$ cat config.mk
export PLATFORM = sky130hd
export DESIGN_NAME = dti_core
export DESIGN_NICKNAME = d
export VERILOG_FILES = /design/src/dti_pkg.sv /design/src/dti_core.sv
export SDC_FILE = /design/constraint.sdc
export NUM_CORES = 2
export LEC_CHECK = 0
export ABC_CLOCK_PERIOD_IN_PS = 3500
export BUFFER_PORTS_ARGS = -buffer_cell sky130_fd_sc_hd__buf_4
export CORE_AREA = 4 4 295 297
export CTS_CLUSTER_SIZE = 28
export DETAILED_ROUTE_END_ITERATION = 10
export DIE_AREA = 0 0 299 301
export PLACE_DENSITY = 0.75
export SYNTH_ARGS = -nofsm -noshare
export SYNTH_HDL_FRONTEND = slang
export SYNTH_SLANG_ARGS = --single-unit
$ cat constraint.sdc
create_clock -name hclk -period 3.5 [get_ports hclk]
set_clock_uncertainty 0.1 [all_clocks]
set_input_delay 0.35 -clock hclk [delete_from_list [all_inputs] [get_ports hclk]]
set_output_delay 0.35 -clock hclk [all_outputs]
set_load 0.02 [all_outputs]
$ cat src/dti_pkg.sv
// Package for the data transfer instruction unit
package dti_pkg;
	localparam logic [31:0] OFS_CMD    = 32'h0000_0000;
	localparam logic [31:0] OFS_ACC    = 32'h0000_0004;
	localparam logic [31:0] OFS_FLAG   = 32'h0000_0008;
	localparam logic [31:0] OFS_TIMER  = 32'h0000_000C;
	localparam logic [31:0] OFS_PORTA  = 32'h0000_0010;
	localparam logic [31:0] OFS_MEM    = 32'h0000_0100;
	localparam int          MEM_WORDS  = 64;
	localparam logic [7:0]  WORD_LIMIT = 8'h1F;
	localparam logic [7:0]  ZERO_BYTE  = 8'h00;
	localparam logic [1:0]  HTRANS_NSQ = 2'h2;
	// Command and flag register fields
	localparam int          CMD_OP_LSB = 8;
	localparam int          FLAG_Z     = 0;
	localparam int          FLAG_C     = 1;
	localparam int          FLAG_AC    = 2;
	localparam int          FLAG_OV    = 3;
	localparam int          FLAG_ERR   = 4;
	localparam int          FLAG_BUSY  = 5;

	typedef enum logic [2:0] {
		DTI_OP_IMM    = 3'h0,
		DTI_OP_ST_MEM = 3'h1,
		DTI_OP_LD_MEM = 3'h2,
		DTI_OP_LD_IO  = 3'h3,
		DTI_OP_ST_IO  = 3'h4,
		DTI_OP_TW_STO = 3'h5,
		DTI_OP_TW_LD  = 3'h6,
		DTI_OP_IDX    = 3'h7
	} dti_op_e;

	typedef enum logic [2:0] {
		DTI_ST_IDLE = 3'b001,
		DTI_ST_EXEC = 3'b010,
		DTI_ST_IND  = 3'b100
	} dti_state_e;

	typedef struct packed {
		logic       ov;
		logic       ac;
		logic       c;
		logic       z;
	} dti_flags_s;
endpackage

$ cat src/dti_core.sv
// Data transfer instruction unit behind an AHB-Lite slave
//
// Notes on behaviour
// (RQ1) Immediate move puts operand in accumulator; all flags kept.
// (RQ2) Accumulator to memory store keeps all arithmetic flags.
// (RQ3) Memory to accumulator load sets zero flag from loaded byte.
// (RQ4) IO to accumulator load sets zero flag from loaded value.
// (RQ5) Accumulator to IO store keeps all flags.
// (RQ6) Timer word store copies 16-bit count to memory word; flags kept.
// (RQ7) Timer word load sets counter from memory word; flags kept.
// (RQ8) Indirect load reads byte via pointer word, two cycles, flags kept.
// (RQ9) Pointer low byte is target address; high byte expected zero.
// (RQ10) Word operands limited to addresses zero to thirty-one.
// (RQ11) Zero flag is one when result is zero, else zero.
// (RQ12) Word keeps low byte at lower address, high byte next.
`timescale 1ns/1ps
`default_nettype none
module dti_core (
	input  wire logic        hclk,
	input  wire logic        hresetn,
	input  wire logic        hsel,
	input  wire logic [31:0] haddr,
	input  wire logic [1:0]  htrans,
	input  wire logic        hwrite,
	input  wire logic [2:0]  hsize,
	input  wire logic [31:0] hwdata,
	input  wire logic        hready,
	output logic      [31:0] hrdata,
	output logic             hreadyout,
	output logic             hresp,
	output logic      [7:0]  port_a_register
);
	logic                   wr_q, wr_d;
	logic [31:0]            addr_q, addr_d;
	logic [31:0]            rdata_q, rdata_d;
	logic [7:0]             mem_q [dti_pkg::MEM_WORDS];
	logic [7:0]             accumulator_q, accumulator_d;
	dti_pkg::dti_flags_s    flags_q, flags_d;
	logic [15:0]            sixteen_bit_timer_q, sixteen_bit_timer_d;
	logic [7:0]             porta_q, porta_d;
	logic                   err_q, err_d;
	dti_pkg::dti_state_e    st_q, st_d;
	dti_pkg::dti_op_e       op_q, op_d;
	logic [7:0]             opnd_q, opnd_d;
	logic [7:0]             ptr_q, ptr_d;
	logic                   mem_we;
	logic [5:0]             mem_wa;
	logic [7:0]             mem_wd;
	logic                   mem_we2;
	logic [5:0]             mem_wa2;
	logic [7:0]             mem_wd2;
	logic                   take;
	logic                   cmd_wr;
	logic [5:0]             oa, oa1;
	logic                   word_ok;

	assign take    = hsel && hready && (htrans == dti_pkg::HTRANS_NSQ);
	assign cmd_wr  = wr_q && (addr_q == dti_pkg::OFS_CMD) && (st_q == dti_pkg::DTI_ST_IDLE);
	assign oa      = opnd_q[5:0];
	// (RQ12) high byte next
	assign oa1     = oa + 6'h01;
	// (RQ10) word range check
	assign word_ok = opnd_q <= dti_pkg::WORD_LIMIT;

	always_comb begin
		wr_d    = take ? hwrite : 1'b0;
		addr_d  = take ? haddr : '0;
		rdata_d = '0;
		if (take && !hwrite) begin
			if (haddr == dti_pkg::OFS_ACC)
				rdata_d = {24'h000000, accumulator_q};
			else if (haddr == dti_pkg::OFS_FLAG)
				rdata_d = {26'h0, st_q != dti_pkg::DTI_ST_IDLE, err_q, flags_q};
			else if (haddr == dti_pkg::OFS_TIMER)
				rdata_d = {16'h0000, sixteen_bit_timer_q};
			else if (haddr == dti_pkg::OFS_PORTA)
				rdata_d = {24'h000000, porta_q};
			else if (haddr[31:8] == dti_pkg::OFS_MEM[31:8] &&
				{1'b0, haddr[7:2]} < 7'(dti_pkg::MEM_WORDS))
				rdata_d = {24'h000000, mem_q[haddr[7:2]]};
		end
	end

	always_comb begin
		st_d                = st_q;
		op_d                = op_q;
		opnd_d              = opnd_q;
		ptr_d               = ptr_q;
		accumulator_d       = accumulator_q;
		flags_d             = flags_q;
		sixteen_bit_timer_d = sixteen_bit_timer_q + 16'h0001;
		porta_d             = porta_q;
		err_d               = err_q;
		mem_we  = 1'b0;
		mem_wa  = '0;
		mem_wd  = '0;
		mem_we2 = 1'b0;
		mem_wa2 = '0;
		mem_wd2 = '0;
		unique case (st_q)
			dti_pkg::DTI_ST_IDLE: begin
				if (cmd_wr) begin
					op_d   = dti_pkg::dti_op_e'(hwdata[dti_pkg::CMD_OP_LSB +: 3]);
					opnd_d = hwdata[7:0];
					err_d  = 1'b0;
					st_d   = dti_pkg::DTI_ST_EXEC;
				end else if (wr_q && addr_q == dti_pkg::OFS_TIMER) begin
					sixteen_bit_timer_d = hwdata[15:0];
				end else if (wr_q && addr_q[31:8] == dti_pkg::OFS_MEM[31:8]) begin
					mem_we = 1'b1;
					mem_wa = addr_q[7:2];
					mem_wd = hwdata[7:0];
				end
			end
			dti_pkg::DTI_ST_EXEC: begin
				st_d = dti_pkg::DTI_ST_IDLE;
				unique case (op_q)
					// (RQ1) immediate load
					dti_pkg::DTI_OP_IMM: accumulator_d = opnd_q;
					// (RQ2) store to memory
					dti_pkg::DTI_OP_ST_MEM: begin
						mem_we = 1'b1;
						mem_wa = oa;
						mem_wd = accumulator_q;
					end
					// (RQ3) (RQ11) load with zero flag
					dti_pkg::DTI_OP_LD_MEM: begin
						accumulator_d = mem_q[oa];
						flags_d.z     = mem_q[oa] == dti_pkg::ZERO_BYTE;
					end
					// (RQ4) IO load with zero flag
					dti_pkg::DTI_OP_LD_IO: begin
						accumulator_d = porta_q;
						flags_d.z     = porta_q == dti_pkg::ZERO_BYTE;
					end
					// (RQ5) IO store
					dti_pkg::DTI_OP_ST_IO: porta_d = accumulator_q;
					// (RQ6) timer to memory word
					dti_pkg::DTI_OP_TW_STO: begin
						if (word_ok) begin
							mem_we  = 1'b1;
							mem_wa  = oa;
							mem_wd  = sixteen_bit_timer_q[7:0];
							mem_we2 = 1'b1;
							mem_wa2 = oa1;
							mem_wd2 = sixteen_bit_timer_q[15:8];
						end else err_d = 1'b1;
					end
					// (RQ7) memory word to timer
					dti_pkg::DTI_OP_TW_LD: begin
						if (word_ok) sixteen_bit_timer_d = {mem_q[oa1], mem_q[oa]};
						else err_d = 1'b1;
					end
					// (RQ8) (RQ9) fetch pointer low byte
					dti_pkg::DTI_OP_IDX: begin
						if (word_ok) begin
							ptr_d = mem_q[oa];
							err_d = mem_q[oa1] != dti_pkg::ZERO_BYTE;
							st_d  = dti_pkg::DTI_ST_IND;
						end else err_d = 1'b1;
					end
				endcase
			end
			dti_pkg::DTI_ST_IND: begin
				// (RQ8) second cycle, flags kept
				accumulator_d = mem_q[ptr_q[5:0]];
				st_d          = dti_pkg::DTI_ST_IDLE;
			end
			default: st_d = dti_pkg::DTI_ST_IDLE;
		endcase
	end

	always_ff @(posedge hclk or negedge hresetn) begin
		if (!hresetn) begin
			wr_q                <= 1'b0;
			addr_q              <= '0;
			rdata_q             <= '0;
			accumulator_q       <= '0;
			flags_q             <= '0;
			sixteen_bit_timer_q <= '0;
			porta_q             <= '0;
			err_q               <= 1'b0;
			st_q                <= dti_pkg::DTI_ST_IDLE;
			op_q                <= dti_pkg::DTI_OP_IMM;
			opnd_q              <= '0;
			ptr_q               <= '0;
			port_a_register     <= '0;
		end else begin
			wr_q                <= wr_d;
			addr_q              <= addr_d;
			rdata_q             <= rdata_d;
			accumulator_q       <= accumulator_d;
			flags_q             <= flags_d;
			sixteen_bit_timer_q <= sixteen_bit_timer_d;
			porta_q             <= porta_d;
			err_q               <= err_d;
			st_q                <= st_d;
			op_q                <= op_d;
			opnd_q              <= opnd_d;
			ptr_q               <= ptr_d;
			port_a_register     <= porta_d;
		end
	end

	// Data memory has no reset, as real SRAM would not
	always_ff @(posedge hclk) begin
		if (mem_we) mem_q[mem_wa] <= mem_wd;
		if (mem_we2) mem_q[mem_wa2] <= mem_wd2;
	end

	assign hrdata    = rdata_q;
	assign hreadyout = 1'b1;
	assign hresp     = 1'b0;

	property p_imm_load;
		@(posedge hclk) disable iff (!hresetn)
		(st_q == dti_pkg::DTI_ST_EXEC && op_q == dti_pkg::DTI_OP_IMM)
			|=> (accumulator_q == $past(opnd_q) && flags_q == $past(flags_q));
	endproperty
	a_imm_load: assert property (p_imm_load) else $error("immediate load wrong"); // RQ1

	property p_ld_zero;
		@(posedge hclk) disable iff (!hresetn)
		(st_q == dti_pkg::DTI_ST_EXEC && (op_q == dti_pkg::DTI_OP_LD_MEM ||
			op_q == dti_pkg::DTI_OP_LD_IO))
			|=> (flags_q.z == (accumulator_q == dti_pkg::ZERO_BYTE)) && $stable(flags_q.c);
	endproperty
	a_ld_zero: assert property (p_ld_zero) else $error("zero flag wrong after load"); // RQ3

	property p_io_store;
		@(posedge hclk) disable iff (!hresetn)
		(st_q == dti_pkg::DTI_ST_EXEC && op_q == dti_pkg::DTI_OP_ST_IO)
			|=> ##1 (port_a_register == $past(accumulator_q, 2));
	endproperty
	a_io_store: assert property (p_io_store) else $error("IO store wrong"); // RQ5

	property p_idx_two;
		@(posedge hclk) disable iff (!hresetn)
		(st_q == dti_pkg::DTI_ST_EXEC && op_q == dti_pkg::DTI_OP_IDX && word_ok)
			|=> st_q == dti_pkg::DTI_ST_IND ##1 st_q == dti_pkg::DTI_ST_IDLE;
	endproperty
	a_idx_two: assert property (p_idx_two) else $error("indirect load not two cycles"); // RQ8

	property p_flags_kept;
		@(posedge hclk) disable iff (!hresetn)
		(st_q != dti_pkg::DTI_ST_IDLE && op_q != dti_pkg::DTI_OP_LD_MEM &&
			op_q != dti_pkg::DTI_OP_LD_IO) |=> $stable(flags_q);
	endproperty
	a_flags_kept: assert property (p_flags_kept) else $error("flags changed"); // RQ2

	property p_tw_load;
		@(posedge hclk) disable iff (!hresetn)
		(st_q == dti_pkg::DTI_ST_EXEC && op_q == dti_pkg::DTI_OP_TW_LD && word_ok)
			|=> sixteen_bit_timer_q == {$past(mem_q[oa1]), $past(mem_q[oa])};
	endproperty
	a_tw_load: assert property (p_tw_load) else $error("timer word load wrong"); // RQ7

	property p_word_range;
		@(posedge hclk) disable iff (!hresetn)
		(st_q == dti_pkg::DTI_ST_EXEC && op_q >= dti_pkg::DTI_OP_TW_STO && !word_ok)
			|=> err_q && st_q == dti_pkg::DTI_ST_IDLE;
	endproperty
	a_word_range: assert property (p_word_range) else $error("word range not enforced"); // RQ10

	property p_tw_store;
		@(posedge hclk) disable iff (!hresetn)
		(st_q == dti_pkg::DTI_ST_EXEC && op_q == dti_pkg::DTI_OP_TW_STO && word_ok)
			|=> mem_q[$past(oa1)] == $past(sixteen_bit_timer_q[15:8]);
	endproperty
	a_tw_store: assert property (p_tw_store) else $error("timer word store wrong"); // RQ6
endmodule // dti_core
`default_nettype wire

==> metrics.yaml <==
status: "complete, but fails checks"
violations: "setup timing"
drc_errors: 0
wl_met2_um: 70640
wl_met3_um: 32510
final_layout_size_suffix_gt1_share_pct: 35.27
nNetsFinal: 3575
path_clk_slew_ps: 70
wl_um: 171600
die_w_um: 299
slew_headroom_pct: 32.12
cp-end-kind: "flip-flop"
drv_slew: 0
yosys.area.top_type: "edfxtp_1"
hold_viol_final: 0
antenna_found_initial: 16
r2r_end: "sixteen_bit_timer_q[7]"
setup_tns_ps: -260.5
coreArea_um2: 84610
die_y_um: 301
dr.pass1.iters: 8
arrival_ps: 3950
final_cell_count_no_fill: 4706
root_buffer: "clkbuf_16"
ys_seq_area_share_pct: 42.75
grt_pass1_vias: 33210
finalInstanceArea_um2: 49040
drtIter0Drc: 7285
crit_required_ps: 3890
io_buffers: 78
peakVddDrop_uv: 685.5
post_drt_wl_per_cell_um: 36.45
track_usage_pct: 37.68
reg2reg_from: "opnd_q[1]"
place_area_um2: 45960
area_growth_pct: 16.78
initial_core_util_pct: 49.63
worstSetupStartpoint: "haddr[3]"
synth_top_area_share_pct: 36.61
routed_via_density: 7.600
setup_viol_count_final: 9
holdWs_ps: 245.5
place_inst: 4520
seqCellArea_um2: 17970
syn_inst: 3294
fin_ws_ps: -58.24
p_per_area_nw_per_um2: 544.8
min_period_ps: 3558
die-area_um2: 90000
clock.fmax_ghz: 0.2810
htree_levels: 3
cts_buffers: 68
rrSetupSlack_ps: -50
top_layer: "met5"
ys_seq_elements: 615
cp-start-kind: "primary input"
async_reset_ff_share_pct: 16.75
cp_max_fo: 15
worstSetupEndpoint: "hrdata[6]"
ant_nets: 0
wl_met1_um: 53380
tightest_slew_ps: 1016
yosys_warnings: 0
ys.flop_type: "edfxtp_1"
cts_tree: "done"
synth_cell_types: 75
hpwl_um: 119400
grt_pass1_wl_um: 241800
reg2regPathDepth: 11
io_pins: 116
synth.most_common_cell: "mux4_2"
avgSynthCellArea_um2: 12.75
grt_max_degree: 124
p_leak_nw: 16.26
insertion_delay_ps: 640
gp_congestion: 1.074
rows: 107
fillers: 6578
min_path_type: "in2reg"
period_share_pct: 101.7
synthTopCellsByCount: "594 x mux4_2, 512 x edfxtp_1, 333 x o21ai_0, 313 x nor2_1, 303 x nand2_1"
synth_enable_flop_cells: 512
synthTopCellsByArea: "edfxtp_1 37%, mux4_2 32%, dfrtp_1 6.1%, o21ai_0 4.0%, a21oi_1 2.9%"
clk_path_buf_depth: 3
dpl_worst_slack_ps: -176.6
overflow: 0
vias: 35770
maxCapViolCount: 0
syn_area_um2: 42000
multi_input_area_um2: 22690
numClockSinks: 615
worstSetupPathType: "in2reg"
[what timing repair did]
item | 4_1_cts | 5_1_grt
pin swaps | 0 | 5
hold buffers | 47 | 0
gates resized for setup | 13 | 43
endpoints found under the setup margin | 102 | 336
buffers inserted | 0 | 2
cloned | 0 | 4
hold endpoints to repair | 126 | 0
[worst min-delay path by stage]
| stage | startpoint | to | cells after the start |
|---|---|---|---|
| 2_1_floorplan | hresetn | accumulator_q[0] | 0 |
| 3_3_place_gp | opnd_q[7] | opnd_q[7] | 2 |
| 3_5_place_dp | opnd_q[7] | opnd_q[7] | 2 |
| 4_1_cts | haddr[4] | addr_q[4] | 3 |
| 5_1_grt | haddr[4] | addr_q[4] | 3 |
| 6_report | haddr[4] | addr_q[4] | 3 |
[cells by family after synthesis]
family	share of synthesized area (%)
multiplexers	33.27
XOR/XNOR	0.4588
AND/OR/NAND/NOR	9.352
other	0.01788
flip-flops	42.75
AO/OA/AOI/OAI	10.03
adder cells (fa/ha/maj)	0.05958
buffers and inverters	4.064
[worst max-delay path, cell delays in order]
cell and delay (ps):
dlygate4sd3_1 550, buf_6 250, buf_12 220, buf_4 210, mux4_2 430, mux4_2 530, a22oi_1 640, buf_4 260
nand2_1 100, a221oi_1 270, o31ai_1 120
[area by class of cell]
type                            count  area share (%)
Antenna cell                        7         0.03572
Clock buffer                       84           3.740
Clock inverter                     42          0.8164
Inverter                            6         0.04592
Multi-Input combinational cell   2323           46.26
Sequential cell                   615           36.65
Tap cell                         1144           2.919
Timing Repair Buffer              485           9.529
[registers in the layout, indices dropped and copies added (netlist names), 3 cells and up]
register / count
mem_q: 512
opnd_q: 8
accumulator_q: 8
porta_q: 8
sixteen_bit_timer_q: 16
st_q: 3
op_q: 3
ptr_q: 6
hrdata: 16
addr_q: 32
[routing by layer]
metal | vias up | track usage, %
met5 | - | 0
met3 | 946 | 17.05
li1 | 13570 | -
met4 | 25 | 22.62
met2 | 3936 | 53.30
met1 | 17290 | 47.81
[cells in the final DEF, fill, tap and decap left out, types with 21 or more instances in the layout]
cell type | netlist | final
a21oi_1 | 241 | 236
a22oi_1 | 49 | 46
and2_1 | 49 | 49
buf_12 | 1 | 55
buf_4 | 31 | 364
clkbuf_16 | 0 | 74
dfrtp_1 | 102 | 93
dlygate4sd3_1 | 0 | 47
edfxtp_1 | 512 | 512
mux2_2 | 33 | 33
mux4_2 | 594 | 594
nand2_1 | 303 | 292
nand3_1 | 80 | 79
nor2_1 | 313 | 303
nor3_1 | 21 | 21
o21ai_0 | 333 | 332
o22ai_1 | 34 | 29
[power by group]
part | total (W) | internal (W) | switching [W]
sequential | 0.00812 | 0.00791 | 0.000209
combinational | 0.0112 | 0.00461 | 0.00660
clock | 0.00739 | 0.00420 | 0.00319
total | 0.0267 | 0.0167 | 0.00999
[per-stage QoR]
step,util (%),total power [W]
after floorplan,-,0.01412
after global placement,54.32,0.01839
after detailed placement,54.32,0.01841
after CTS,57.57,0.02575
after global routing,57.94,0.02709
final,57.96,0.02672
Power figures use the tool's default switching activity.
